===== config.mk =====
export PLATFORM = sky130hd
export DESIGN_NAME = fcsc_scanner
export DESIGN_NICKNAME = d
export VERILOG_FILES = /design/src/fcsc_pkg.sv /design/src/fcsc_scanner.sv
export SDC_FILE = /design/constraint.sdc
export NUM_CORES = 1
export LEC_CHECK = 0
export BUFFER_PORTS_ARGS = -buffer_cell sky130_fd_sc_hd__buf_2
export CORE_ASPECT_RATIO = 1.5
export CORE_MARGIN = 2
export CORE_UTILIZATION = 30
export CTS_BUF_LIST = sky130_fd_sc_hd__clkbuf_8
export DETAILED_ROUTE_END_ITERATION = 16
export PLACE_DENSITY = 0.6
export SLEW_MARGIN = 10
export SYNTH_ARGS = -nofsm -noshare
export SYNTH_HDL_FRONTEND = slang
export SYNTH_SLANG_ARGS = --single-unit
export TNS_END_PERCENT = 30

===== constraint.sdc =====
create_clock -name clk_sys_i -period 5.3 [get_ports clk_sys_i]
set_input_delay 0.795 -clock clk_sys_i [delete_from_list [all_inputs] [get_ports clk_sys_i]]
set_output_delay 0.795 -clock clk_sys_i [all_outputs]
set_load 0.05 [all_outputs]

===== src/fcsc_pkg.sv =====
// package of constants and types for the flash checksum scanner
`default_nettype none
package fcsc_pkg;
  // register indices; byte address is four times the index
  localparam logic [1:0]  FCSC_IDX_CTRL    = 2'h0;
  localparam logic [1:0]  FCSC_IDX_SRC     = 2'h1;
  localparam logic [1:0]  FCSC_IDX_STATUS  = 2'h2;
  localparam int          FCSC_ADDR_W      = 4;
  localparam int          FCSC_DATA_W      = 32;
  // scan_control fields
  localparam int          FCSC_CTRL_ENABLE = 0;
  localparam int          FCSC_CTRL_FAULT_NMI_ENABLE  = 1;
  localparam int          FCSC_CTRL_RESET  = 7;
  // scan_result_status fields
  localparam int          FCSC_STAT_BUSY   = 0;
  localparam int          FCSC_STAT_OK     = 1;
  // reset values
  localparam logic [7:0]  FCSC_CTRL_RST    = 8'h00;
  localparam logic [7:0]  FCSC_SRC_RST     = 8'h00;
  localparam logic [7:0]  FCSC_STATUS_RST  = 8'h02;
  // section encodings
  localparam logic [1:0]  FCSC_SEC_FLASH   = 2'h0;
  localparam logic [1:0]  FCSC_SEC_BOOT_AND_APP_SECTIONS = 2'h1;
  localparam logic [1:0]  FCSC_SEC_BOOT    = 2'h2;
  // checksum arithmetic
  localparam logic [15:0] FCSC_CRC_INIT    = 16'hFFFF;
  localparam logic [15:0] FCSC_CRC_POLY    = 16'h1021;
  localparam logic [15:0] FCSC_CRC_GOOD    = 16'h0000;
  // timing counts in main clock cycles
  localparam logic [1:0]  FCSC_START_DLY   = 2'h3;
  localparam logic [1:0]  FCSC_FETCH_LAST  = 2'h2;
  // flash word address width
  localparam int          FCSC_FADDR_W     = 16;

  typedef enum logic [1:0] {
    FCSC_S_IDLE  = 2'b00,
    FCSC_S_DELAY = 2'b01,
    FCSC_S_SCAN  = 2'b11
  } fcsc_state_t;

  // one flash read request
  typedef struct packed {
    logic                    req;
    logic [FCSC_FADDR_W-1:0] addr;
  } fcsc_flash_req_t;
endpackage
`default_nettype wire


===== src/fcsc_scanner.sv =====
// flash checksum scanner: registers, scan engine, fault interrupt and debug handling
//
// Contract
// - a checksum mismatch clears the pass flag; this or a debugger pass flag write zero raises the fault interrupt
// - fault interrupt enable is set by writing one, cleared only by system reset
// - pass flag cleared with enable set raises interrupt, held until system reset
// - the fault interrupt ignores the processor global interrupt enable
// - scanning halts while the processor sleeps and resumes on wake-up
// - scan starts three cycles after enable; sleep there defers scan and handlers
// - debugger access halts scanner; internal access or disconnect restarts the scan
// - busy keeps reading one during debugger halt, but nothing is checked
// - debugger busy write zero aborts; one schedules one check after release
// - while busy, section select and interrupt enable writes have no effect
// - debugger pass flag write zero raises interrupt; afterwards all writes ignored
// - debugger pass flag write one reads as one while not busy
// - control bit 7 strobe clears all registers one cycle later, except interrupt enable bit
// - reset strobe acts anytime without interrupt enable, only when idle with it
// - setting the interrupt enable only takes effect when not busy
// - enable write one starts a check; bit stays one; rewriting one restarts
// - enable write zero stops after the current section; its failure still counts
// - section register ignores writes when busy or after interrupt; control after it
// - section field: whole flash, boot plus application, boot only, reserved
// - after a startup scan enable reads one and section shows the checked one
// - pass flag is one after reset, clears on enable, reads zero while busy
// - busy reads one while scanning; status is read-only to processor software
// - checksum preset to all ones each scan, updated per byte with CCITT
// - bytes ascend from the section start, each shifted in most significant first
// - scanner owns flash over the processor and fetches one word every third cycle
//
// Chosen here: the Avalon-MM slave port.
`default_nettype none
module fcsc_scanner
  import fcsc_pkg::*;
(
  // clock and reset
  input  wire logic                    clk_sys_i,
  input  wire logic                    rst_i,
  // avalon-mm slave
  input  wire logic [FCSC_ADDR_W-1:0]  avs_address_i,
  input  wire logic                    avs_read_i,
  input  wire logic                    avs_write_i,
  input  wire logic [FCSC_DATA_W-1:0]  avs_writedata_i,
  input  wire logic [3:0]              avs_byteenable_i,
  output var  logic [FCSC_DATA_W-1:0]  avs_readdata_o,
  output logic                         avs_waitrequest_o,
  // debugger
  input  wire logic                    dbg_write_i,
  input  wire logic                    dbg_access_i,
  input  wire logic                    dbg_internal_i,
  input  wire logic                    dbg_disconnect_i,
  // processor state
  input  wire logic                    sleep_i,
  output logic                         cpu_stall_o,
  output logic                         irq_defer_o,
  output logic                         nmi_o,
  // startup scan result
  input  wire logic                    startup_load_i,
  input  wire logic [1:0]              startup_src_i,
  input  wire logic                    startup_ok_i,
  // section limits as last word addresses
  input  wire logic [FCSC_FADDR_W-1:0] flash_last_i,
  input  wire logic [FCSC_FADDR_W-1:0] app_last_i,
  input  wire logic [FCSC_FADDR_W-1:0] boot_last_i,
  // program flash
  output fcsc_flash_req_t              flash_o,
  input  wire logic [15:0]             flash_rdata_i
);

  // one byte into the checksum, most significant bit first
  function automatic logic [15:0] fcsc_crc_byte(input logic [15:0] crc, input logic [7:0] data);
    logic [15:0] c;
    logic        fb;
    c = crc;
    for (int i = 7; i >= 0; i--) begin
      fb = c[15] ^ data[i];
      c  = {c[14:0], 1'b0} ^ (fb ? FCSC_CRC_POLY : 16'h0000);
    end
    return c;
  endfunction

  fcsc_state_t             state_r;
  logic [1:0]              dly_cnt_r;
  logic [1:0]              phase_r;
  logic [FCSC_FADDR_W-1:0] waddr_r;
  logic [15:0]             crc_r;
  logic [7:0]              hbyte_r;
  logic                    enable_r;
  logic                    fault_nmi_enable_r;
  logic [1:0]              src_r;
  logic                    ok_r;
  logic                    single_r;
  logic                    dbg_hold_r;
  logic                    defer_r;
  logic                    nmi_r;
  logic                    rst_pend_r;
  logic                    ack_r;

  // bus decode; a word address with low bits set is unmapped
  wire       bus_req   = avs_read_i | avs_write_i;
  wire [1:0] reg_idx   = avs_address_i[3:2];
  wire       addr_ok   = (avs_address_i[1:0] == 2'h0);
  wire [7:0] wbyte     = avs_writedata_i[7:0];
  // all writes locked once the fault interrupt has fired
  wire       wr_ok     = avs_write_i & ack_r & avs_byteenable_i[0] & addr_ok & ~nmi_r;
  wire       busy      = (state_r != FCSC_S_IDLE);
  wire       wr_ctrl   = wr_ok & (reg_idx == FCSC_IDX_CTRL);
  wire       wr_src    = wr_ok & (reg_idx == FCSC_IDX_SRC) & ~busy;
  // processor software cannot write status; only the debugger can
  wire       wr_stat   = wr_ok & (reg_idx == FCSC_IDX_STATUS) & dbg_write_i;
  wire       start_req = wr_ctrl & wbyte[FCSC_CTRL_ENABLE];
  wire       fault_nmi_enable_set = wr_ctrl & wbyte[FCSC_CTRL_FAULT_NMI_ENABLE] & ~busy;
  wire       rst_req   = wr_ctrl & wbyte[FCSC_CTRL_RESET] & (~fault_nmi_enable_r | ~busy);
  wire       dbg_abort = wr_stat & ~wbyte[FCSC_STAT_BUSY];
  wire       dbg_start = wr_stat & wbyte[FCSC_STAT_BUSY] & ~busy;
  wire       dbg_okclr = wr_stat & ~wbyte[FCSC_STAT_OK];
  wire       dbg_okset = wr_stat & wbyte[FCSC_STAT_OK] & ~busy;

  // scan engine controls
  wire       halt      = sleep_i | dbg_hold_r;
  wire       dbg_rel   = dbg_hold_r & (dbg_internal_i | dbg_disconnect_i);
  wire       restart   = dbg_rel & busy;
  wire       run       = (state_r == FCSC_S_SCAN) & ~halt;
  wire       dly_done  = (state_r == FCSC_S_DELAY) & ~sleep_i & (dly_cnt_r == FCSC_START_DLY - 2'h1);

  // section end address; the reserved code falls back to the whole flash
  wire [FCSC_FADDR_W-1:0] sec_last =
      (src_r == FCSC_SEC_BOOT)    ? boot_last_i :
      (src_r == FCSC_SEC_BOOT_AND_APP_SECTIONS) ? app_last_i  : flash_last_i;

  // checksum datapath: low byte (lower address) at phase 1, high byte at phase 2
  wire [15:0] crc_lo   = fcsc_crc_byte(crc_r, flash_rdata_i[7:0]);
  wire [15:0] crc_hi   = fcsc_crc_byte(crc_r, hbyte_r);
  wire        word_end = run & (phase_r == FCSC_FETCH_LAST);
  // a fetch already issued is absorbed even if a halt arrives, since its data is gone after
  wire        fetch_due = (state_r == FCSC_S_SCAN) & (phase_r == 2'h1);
  // stored checksum is appended high byte first, so a clean section leaves a zero residue
  wire        sec_end  = word_end & (waddr_r == sec_last);
  wire        sec_pass = (crc_hi == FCSC_CRC_GOOD);
  wire        sec_fail = sec_end & ~sec_pass;
  wire        again    = enable_r & ~single_r;
  wire        fail_evt = sec_fail | dbg_okclr;

  // bus handshake: every request answered on the second edge
  always_ff @(posedge clk_sys_i) begin
    if (rst_i) begin
      ack_r <= 1'b0;
    end else begin
      ack_r <= bus_req & ~ack_r;
    end
  end

  assign avs_waitrequest_o = bus_req & ~ack_r;

  // read data registered so it stands at the acknowledging edge
  always_ff @(posedge clk_sys_i) begin
    if (rst_i) begin
      avs_readdata_o <= '0;
    end else if (avs_read_i & ~ack_r) begin
      avs_readdata_o <= '0;
      if (addr_ok) begin
        unique case (reg_idx)
          FCSC_IDX_CTRL:   avs_readdata_o[7:0] <= {6'h00, fault_nmi_enable_r, enable_r};
          FCSC_IDX_SRC:    avs_readdata_o[7:0] <= {6'h00, src_r};
          FCSC_IDX_STATUS: avs_readdata_o[7:0] <= {6'h00, ok_r & ~busy, busy};
          default:         avs_readdata_o[7:0] <= 8'h00;
        endcase
      end
    end
  end

  // strobe delay: registers clear one cycle after the reset bit write
  always_ff @(posedge clk_sys_i) begin
    if (rst_i) begin
      rst_pend_r <= 1'b0;
    end else begin
      rst_pend_r <= rst_req;
    end
  end

  // interrupt enable: set-only, only system reset clears it
  always_ff @(posedge clk_sys_i) begin
    if (rst_i) begin
      fault_nmi_enable_r <= FCSC_CTRL_RST[FCSC_CTRL_FAULT_NMI_ENABLE];
    end else if (fault_nmi_enable_set) begin
      fault_nmi_enable_r <= 1'b1;
    end
  end

  // fault interrupt: sticky until system reset, independent of processor masking
  always_ff @(posedge clk_sys_i) begin
    if (rst_i) begin
      nmi_r <= 1'b0;
    end else if (fail_evt & fault_nmi_enable_r) begin
      nmi_r <= 1'b1;
    end
  end

  assign nmi_o = nmi_r;

  // enable bit and section select
  always_ff @(posedge clk_sys_i) begin
    if (rst_i) begin
      enable_r <= FCSC_CTRL_RST[FCSC_CTRL_ENABLE];
      src_r    <= FCSC_SRC_RST[1:0];
    end else if (rst_pend_r) begin
      enable_r <= 1'b0;
      src_r    <= 2'h0;
    end else if (startup_load_i) begin
      enable_r <= 1'b1;
      src_r    <= startup_src_i;
    end else begin
      if (wr_ctrl) begin
        enable_r <= wbyte[FCSC_CTRL_ENABLE];
      end
      if (wr_src) begin
        src_r <= wbyte[1:0];
      end
    end
  end

  // pass flag; a fail in the same cycle as a set always wins
  always_ff @(posedge clk_sys_i) begin
    if (rst_i) begin
      ok_r <= FCSC_STATUS_RST[FCSC_STAT_OK];
    end else if (rst_pend_r) begin
      ok_r <= 1'b0;
    end else if (fail_evt) begin
      ok_r <= 1'b0;
    end else if (startup_load_i) begin
      ok_r <= startup_ok_i;
    end else if (start_req) begin
      ok_r <= 1'b0;
    end else if (sec_end | dbg_okset) begin
      ok_r <= 1'b1;
    end
  end

  // debugger hold: any access halts, internal access or disconnect releases
  always_ff @(posedge clk_sys_i) begin
    if (rst_i) begin
      dbg_hold_r <= 1'b0;
    end else if (dbg_access_i) begin
      dbg_hold_r <= 1'b1;
    end else if (dbg_internal_i | dbg_disconnect_i) begin
      dbg_hold_r <= 1'b0;
    end
  end

  // interrupt deferral when sleep is entered during the start delay
  always_ff @(posedge clk_sys_i) begin
    if (rst_i) begin
      defer_r <= 1'b0;
    end else if (rst_pend_r | dbg_abort | (sec_end & ~again)) begin
      defer_r <= 1'b0;
    end else if (sec_end) begin
      defer_r <= 1'b0;
    end else if ((state_r == FCSC_S_DELAY) & sleep_i) begin
      defer_r <= 1'b1;
    end
  end

  assign irq_defer_o = defer_r;

  // scan sequencer
  always_ff @(posedge clk_sys_i) begin
    if (rst_i) begin
      state_r   <= FCSC_S_IDLE;
      dly_cnt_r <= 2'h0;
      single_r  <= 1'b0;
    end else if (rst_pend_r | dbg_abort) begin
      state_r   <= FCSC_S_IDLE;
      single_r  <= 1'b0;
    end else if (start_req) begin
      state_r   <= FCSC_S_DELAY;
      dly_cnt_r <= 2'h0;
      single_r  <= 1'b0;
    end else if (dbg_start) begin
      state_r   <= FCSC_S_SCAN;
      single_r  <= 1'b1;
    end else begin
      unique case (state_r)
        FCSC_S_IDLE: begin
          dly_cnt_r <= 2'h0;
        end
        FCSC_S_DELAY: begin
          if (dly_done) begin
            state_r <= FCSC_S_SCAN;
          end else if (~sleep_i) begin
            dly_cnt_r <= dly_cnt_r + 2'h1;
          end
        end
        FCSC_S_SCAN: begin
          if (sec_end) begin
            state_r  <= again ? FCSC_S_SCAN : FCSC_S_IDLE;
            single_r <= 1'b0;
          end
        end
        default: begin
          state_r <= FCSC_S_IDLE;
        end
      endcase
    end
  end

  // fetch pacing and checksum: one word every third cycle while running
  always_ff @(posedge clk_sys_i) begin
    if (rst_i) begin
      phase_r <= 2'h0;
      waddr_r <= '0;
      crc_r   <= FCSC_CRC_INIT;
      hbyte_r <= 8'h00;
    end else if ((state_r != FCSC_S_SCAN) | restart | sec_end) begin
      phase_r <= 2'h0;
      waddr_r <= '0;
      crc_r   <= FCSC_CRC_INIT;
    end else if (run | fetch_due) begin
      unique case (phase_r)
        2'h0: begin
          phase_r <= 2'h1;
        end
        2'h1: begin
          crc_r   <= crc_lo;
          hbyte_r <= flash_rdata_i[15:8];
          phase_r <= 2'h2;
        end
        default: begin
          crc_r   <= crc_hi;
          waddr_r <= waddr_r + FCSC_FADDR_W'(1);
          phase_r <= 2'h0;
        end
      endcase
    end
  end

  // flash request issued in the first cycle of each fetch slot
  always_ff @(posedge clk_sys_i) begin
    if (rst_i) begin
      flash_o <= '0;
    end else begin
      flash_o.req  <= run & (phase_r == 2'h0) & ~restart & ~dbg_abort & ~rst_pend_r;
      flash_o.addr <= waddr_r;
    end
  end

  // processor stalled while the scanner owns the flash
  assign cpu_stall_o = run;

endmodule
`default_nettype wire


==> results of run 1 <==
## sequential cells by signal (all words and copies together) (netlist names), 2 cells and up
signal          flops
waddr_r            16
avs_readdata_o      2
src_r               2
state_r             2
dly_cnt_r           2
flash_o            17
hbyte_r             8
phase_r             2
crc_r              16
## kinds of logic (layout without fill, tap and decap cells)
logic type | count (synthesis) | in the layout
AND/OR/NAND/NOR | 163 | 163
multiplexers | 71 | 71
other | 1 | 30
flip-flops | 76 | 76
AO/OA/AOI/OAI | 54 | 54
XOR/XNOR | 79 | 79
buffers and inverters | 67 | 131
adder cells (fa/ha/maj) | 2 | 2
## where the power goes
group / switching [mW] / internal (mW) / total (mW)
sequential: 0.0132 / 0.574 / 0.587
combinational: 0.104 / 0.0649 / 0.169
clock: 0.224 / 0.197 / 0.421
## final cells by class
type | count | area [um^2]
fillers | 1620 | 9748
multi-input cells | 399 | 2726
flip-flops and latches | 76 | 1523
repair buffers | 108 | 543.0
well taps | 199 | 249.0
clock buffers | 11 | 151.4
clock inverters | 5 | 35.03
inverters | 7 | 26.28
## layout by cell type (no fill, tap or decap), types with 3 or more instances in the layout
cell type,instances
sky130_fd_sc_hd__and3_1,5
sky130_fd_sc_hd__and2_1,3
sky130_fd_sc_hd__xnor2_1,58
sky130_fd_sc_hd__nand4_1,9
sky130_fd_sc_hd__a21oi_1,8
sky130_fd_sc_hd__mux2i_1,71
sky130_fd_sc_hd__nor2_1,37
sky130_fd_sc_hd__nand2_1,37
sky130_fd_sc_hd__nor3_1,24
sky130_fd_sc_hd__dfxtp_1,75
sky130_fd_sc_hd__o211ai_1,13
sky130_fd_sc_hd__inv_1,7
sky130_fd_sc_hd__nand3_1,13
sky130_fd_sc_hd__o21ai_0,14
sky130_fd_sc_hd__conb_1,30
sky130_fd_sc_hd__a31oi_1,3
sky130_fd_sc_hd__buf_2,107
sky130_fd_sc_hd__clkbuf_8,11
sky130_fd_sc_hd__xor2_1,21
sky130_fd_sc_hd__nor2b_1,16
sky130_fd_sc_hd__nor4_1,4
## path summary, 6_finish.rpt
check / endpoint / slack, ps / cells past startpoint / start
setup / recovery: ok_r$_SDFFE_PP1P_ / 2330 / 8 / src_r[0]$_SDFFE_PP0P_
hold / removal: ack_r$_SDFF_PP0_ / 480 / 1 / ack_r$_SDFF_PP0_
setup reg to reg: ok_r$_SDFFE_PP1P_ / 2330 / 8 / src_r[0]$_SDFFE_PP0P_
hold reg to reg: ack_r$_SDFF_PP0_ / 480 / 1 / ack_r$_SDFF_PP0_
## routing by layer
layer  global-route usage (%)  vias up  wire length (um)
li1                         -     1881                 -
met1                    14.50     1732              4327
met2                    23.93      134              5354
met3                    2.974       18               613
met4                    5.143        0               261
met5                        0        -                 0
==> results summary, run 1 <==
The number of max-capacitance violations reported is 0. 0 antenna diodes ended up in the layout. The synthesized instance count is approximately 500. The number of gates given a new drive strength after cts is 0. The final count of pins violating max slew came to 0. The total clock buffers created by CTS came out at 9.

The die outline width came out at 104.7 um. The total global routing overflow came out at 0. The most instantiated flip-flop cell in the synthesis netlist is sky130_fd_sc_hd__dfxtp_1.

The unique cell type count in the Yosys netlist is 48. The total setup violations reported at the end of the flow came out at 0. The detailed router's first-iteration violation count is 123. The number of clock sinks seen by CTS came out at 76. The wire-length estimate of the detail-placed layout is 8025 um. Setup repair after global routing left no endpoint under its margin.

The clock insertion delay at the later pin of the skew report is 350 ps. The xor/xnor cell area share of the yosys netlist came out at 15.15%. The number of hold buffers added after CTS was 0. In this run the tightest slew margin relative to its limit is between 30% and 40%. The post-synthesis average cell area came out at between 8 and 9 um^2. The first TritonRoute pass finished after 4 iterations. Hold is met by between 400 and 500 ps. The signal on the critical path passes through mux2i_1, mux2i_1, xnor2_1, nand4_1, or3_1, nor4_4, buf_4, mux2i_1. For the pin with the worst max-slew slack, the measured transition is 1014 ps. The summed instance area of the synthesized netlist is 0.004566 mm^2.

After synthesis, the largest family of logic cells by area is simple AND/OR/NAND/NOR gates. The instance area after placement is 0.005067 mm^2. The number of non-filler instances in the completed layout came out at 805. OpenSTA, run right after detailed placement, puts the worst setup slack at 2277 ps.

The multiplexer area fraction after synthesis is 15.57%. The required time of the critical path came out at 5590 ps. The buffer depth of the longest clock path is 2.

The data arrival time of the worst path came out at 3260 ps. During I/O placement, the number of pins put on the boundary was 170. TritonCTS built the clock tree.

The placed instance count is approximately 800. The synthesized design devotes to its leading area cell type 33.32% of total area. The root buffer cell chosen for the clock tree is sky130_fd_sc_hd__clkbuf_8.

By count the netlist is led by sky130_fd_sc_hd__dfxtp_1, sky130_fd_sc_hd__mux2i_1, sky130_fd_sc_hd__xnor2_1. The ratio of cells with drive above 1 in the final layout is 21.62%. In this run the static leakage power is 2.252 nW. The gate family responsible for the most delay along the worst path is flip-flops. The area fraction in and, or, nand and nor cells after synthesis is 18.03%. Input and output buffers added on the ports amount to 107. The worst-case clock skew came out at around 15 ps.

The via count of the first global-routing pass came out at 3,689. The vertical die dimension came out at 155.1 um. The maximum clock rate came out at 336.4 MHz. The area of the die came out at between 0.015 and 0.02 mm^2. In this design, the critical path's most frequently occurring cell is sky130_fd_sc_hd__mux2i_1.

The H-tree was split into 3 levels. The post-detailed-route count of antenna-violating nets came out at 0. Sorting the synthesized cells by area gives the leading types as sky130_fd_sc_hd__dfxtp_1, sky130_fd_sc_hd__mux2i_1, sky130_fd_sc_hd__xnor2_1, sky130_fd_sc_hd__buf_4, sky130_fd_sc_hd__xor2_1. The total setup buffers inserted after CTS came out at 0.

The via count of the routed design is 3,765. The post-layout total power came out at 1.177 mW. The number of enable-type register cells in the synthesized netlist is 0. The class of the tightest hold or removal check is reg -> reg. The DRC violations left is 0. STA classifies the critical path startpoint as a flop. The floorplan row count came out at 55. The slowest stage of the critical path is the sky130_fd_sc_hd__dfxtp_2 cell. The worst setup slack after layout is 2328 ps. The total area inside the core boundary comes to about 0.015 mm^2. The wire length of the first global-routing pass came out at 17,250 um. Of all nets on the critical path, the largest fanout is 34. After layout, the minimum clock period comes to 2972 ps. The synthesized design spends more area on one cell type than any other, namely sky130_fd_sc_hd__dfxtp_1.

The ratio of final minimum period to clock period is ~56%. The flow ran to the end, and the final reports show no timing, DRC or antenna violations. The initial antenna violation count was 0. The count of final hold-check violations is 0. The clock-pin slew on the worst setup and hold paths came out at 90 ps. The peak per-stage delay on the critical path came out at ~950 ps. The aggregate negative setup slack is 0 ps.

The worst setup path is captured at a flop. The total of warnings raised by yosys came out at 0. The post-synthesis adder-cell area fraction is 0.5481%. The final cell area excluding filler cells came out at roughly 0.0053 mm^2. The count of buffer and inverter cells on the critical path is 1.

Summing the areas of all compound-gate instances in the mapped netlist gives 7.947% of the synthesized area. The number of flip-flops and latches in the synthesized netlist is 76. The overall routed net length is 10,560 um.

The largest net degree at the start of global routing is 41. The worst vdd rail ir drop came out at 0.1320 mV. By instance count, the leading cell after synthesis is sky130_fd_sc_hd__dfxtp_1.

The starting utilization of the core area is 30.43%. The sequential-to-total area share from yosys stat came out at between 30% and 40%. The setup path with the least slack is of type reg -> reg.

For this run, the share of the core covered by cells in the final layout is 35.02%. The fraction of synthesis flops using an asynchronous set or reset pin is 0%. The global placement routability congestion is 0.7845. The total routing resource utilization after global routing came out at 13.06%. The synthesis-to-finish area growth is 15.07%. The number of nets in the finished design is between 700 and 800. The areal power density over the cells came out at 224.1 mW/mm^2. After detailed routing, the average wire length per cell comes to 13.11 um. Dividing the detail-routed via count by the number of cells gives about 4.7.
Power figures use the tool's default switching activity.
==> run 2, diff against run 1 <==
==> constraint.sdc (replaced) <==
create_clock -name clk_sys_i -period 2.9 [get_ports clk_sys_i]
set_input_delay 0.435 -clock clk_sys_i [delete_from_list [all_inputs] [get_ports clk_sys_i]]
set_output_delay 0.435 -clock clk_sys_i [all_outputs]
set_load 0.05 [all_outputs]
==> run 2 against run 1 <==
Against the previous run:
- setup slack worse by 1900 ps
- wire length is 2.2% higher
- combinational power is 99% higher
- die area stayed put
==> results summary, run 2 (synthesis gave the netlist of run 1 again) <==
Outcome: finished, final reports clean (unchanged). Leading cell types in the layout, fill and taps excluded: sky130_fd_sc_hd__buf_2, sky130_fd_sc_hd__dfxtp_1, sky130_fd_sc_hd__mux2i_1 (unchanged). The flip-flop count of the largest register, all copies and words added is 17 (unchanged). The final cell area excluding filler cells is 0.005379 mm^2 (was 0.005254 mm^2).

The net switching power is 0.6459 mW (was 0.3415 mW). The worst setup slack after layout is 429.2 ps (was 2328 ps). The critical path endpoint category was a flop (unchanged). The end-of-flow core utilization is 35.85% (was 35.02%). The worst vdd rail ir drop came out at 0.1932 mV (was 0.1320 mV). The category of the worst setup path launch point is a flop (unchanged). The port buffer count is 107 (unchanged). The vertical die dimension is 155.1 um (unchanged). The post-layout total power is 2.336 mW (was 1.177 mW).

The global placement routability congestion came out at 0.7804 (was 0.7845). The final period demand of the worst path came out at 2471 ps (was 2972 ps). The count of TritonRoute iterations in the first routing pass came out at 4 (unchanged). The post-detailed-placement half-perimeter wirelength came out at 8345 um (was 8025 um). The starting utilization of the core area came out at 30.43% (unchanged). The overall routed net length came out at 10,790 um (was 10,560 um). The H-tree depth is 3 (unchanged). The die outline width came to 104.7 um (unchanged). The clock insertion delay at the later pin of the skew report came out at 360 ps (was 350 ps). The post-detailed-route count of antenna-violating nets came to 0 (unchanged). The cell internal power dissipation came to 1.690 mW (was 0.8356 mW). The area of the die is 0.01624 mm^2 (unchanged). The number of ports placed on the die boundary came out at 170 (unchanged). The average via count per standard cell is 4.612 (was 4.677).

The DRC violations left came out at 0 (unchanged). The library cell used as clock root buffer is sky130_fd_sc_hd__clkbuf_8 (unchanged). The worst-case clock skew was 15.49 ps (was 14.66 ps). The number of clock sinks seen by CTS came out at 76 (unchanged). The data arrival time of the worst path came out at 2770 ps (was 3260 ps).

The via count of the first global-routing pass came to 3,745 (was 3,689). The count of antenna diodes in the layout was 0 (unchanged). The total setup buffers inserted after CTS was 0 (unchanged). The classification of the worst setup path was reg -> reg (unchanged).

The part of the power in the clock network is 40.4% (was 35.7%). The floorplan row count is 55 (unchanged). The maximum clock rate was 404.7 MHz (was 336.4 MHz). The wire length of the first global-routing pass came out at 17,920 um (was 17,250 um). The total global routing overflow came to 0 (unchanged).

The initial antenna violation count was 0 (unchanged). The ratio of final minimum period to clock period came out at 85.20% (was 56.08%). The required time of the critical path came out at 3200 ps (was 5590 ps). The detailed router's first-iteration violation count was 117 (was 123). Setup repair after global routing missed its margin: false (unchanged).

The power share of the combinational group came out at 14.4% (about the same). The buffer depth of the longest clock path came out at 2 (unchanged). The number of hold buffers added after CTS came to 0 (unchanged). The synthesis-to-finish area growth is 17.81% (was 15.07%).

The total routing resource utilization after global routing is 13.49% (was 13.06%). The slew at the pin closest to its max-slew limit is 745.7 ps (was 1014 ps). The sequential group share of total power is 45.1% (was 49.9%). The instance area after placement came out at 0.005147 mm^2 (was 0.005067 mm^2).

The number of gates given a new drive strength after cts is 0 (unchanged). The pre-CTS setup slack was 442.4 ps (was 2277 ps). The largest net degree at the start of global routing is 35 (was 41).

The areal power density over the cells is 434.3 mW/mm^2 (was 224.1 mW/mm^2). The total clock buffers created by CTS came out at 9 (unchanged). The class of the tightest hold or removal check is in -> reg (was reg -> reg).

The final count of pins violating max slew is 0 (unchanged). The ratio of cells with drive above 1 in the final layout came out at 22.76% (was 21.62%). The register bank with the most flops was flash_o (unchanged).

The CTS tree was built (unchanged). The placeable core region is 0.01500 mm^2 (unchanged). The number of max-capacitance violations reported came to 0 (unchanged). The reported leakage power came to 2.318 nW (was 2.252 nW). The number of nets in the finished design is 729 (was 720). The count of final hold-check violations came out at 0 (unchanged). The average wire length per cell after detail routing was 13.26 um (was 13.11 um). The aggregate negative setup slack came out at 0 ps (unchanged). The clock-pin slew on the worst setup and hold paths came out at 90 ps (about the same). The switching power share of the total was 27.65% (was 29.01%).

The most common library cell in the layout ignoring fill and taps is sky130_fd_sc_hd__buf_2 (unchanged). The via count of the routed design is 3,754 (was 3,765). The total setup violations reported at the end of the flow came to 0 (unchanged).

The relative slew slack was 49.83% (was 32.30%). Largest registers: flash_o x17, crc_r x16, waddr_r x16 (unchanged). The highest net fanout along the worst path is 21 (was 34).
[run 2: path summary, 6_finish.rpt]
check / start / end / slack, ps / depth (start not counted)
worst max-delay path: src_r[1]$_SDFFE_PP0P_ / ok_r$_SDFFE_PP1P_ / 430 / 8
worst max register to register: src_r[1]$_SDFFE_PP0P_ / ok_r$_SDFFE_PP1P_ / 430 / 8
worst min-delay path: dbg_access_i / dbg_hold_r$_SDFFE_PP0P_ / 270 / 3
worst min register to register: single_r$_SDFFE_PP0P_ / single_r$_SDFFE_PP0P_ / 460 / 2
[run 2: cell type report]
class | instances | area, um^2
Timing Repair Buffer | 117 | 623.1
Multi-Input combinational cell | 399 | 2726
Clock buffer | 10 | 137.6
Sequential cell | 76 | 1523
Inverter | 7 | 26.28
Fill cell | 1617 | 9623
Clock inverter | 6 | 93.84
Tap cell | 199 | 249.0
[run 2: layer usage]
| layer | GRT usage [%] | wire length (um) |
|---|---|---|
| met5 | 0 | 0 |
| met4 | 4.444 | 203 |
| met1 | 14.96 | 4412 |
| met2 | 25.26 | 5581 |
| met3 | 2.933 | 597 |
[run 2: worst max-delay path, stage by stage (launching register included)]
cell	delay (ps)
sky130_fd_sc_hd__dfxtp_1	360
sky130_fd_sc_hd__buf_4	290
sky130_fd_sc_hd__mux2i_1	290
sky130_fd_sc_hd__xnor2_1	170
sky130_fd_sc_hd__nand4_1	110
sky130_fd_sc_hd__or3_1	440
sky130_fd_sc_hd__nor4_4	220
sky130_fd_sc_hd__buf_4	310
sky130_fd_sc_hd__mux2i_1	210
[run 2: power by group through the flow]
stage	sequential (mW)	clock (mW)	combinational (mW)
floorplan	1.08	0	0.277
global placement	1.08	0	0.336
detailed placement	1.08	0	0.339
CTS	1.05	0.981	0.340
global route	1.06	1.03	0.368
finish	1.05	0.944	0.337
[run 2: through the flow]
stage               hold slack [ps]  std cells
floorplan                     430.7        542
global placement              440.9        798
detailed placement            448.1        798
CTS                           258.3        814
global route                  286.9        814
finish                        273.8        814
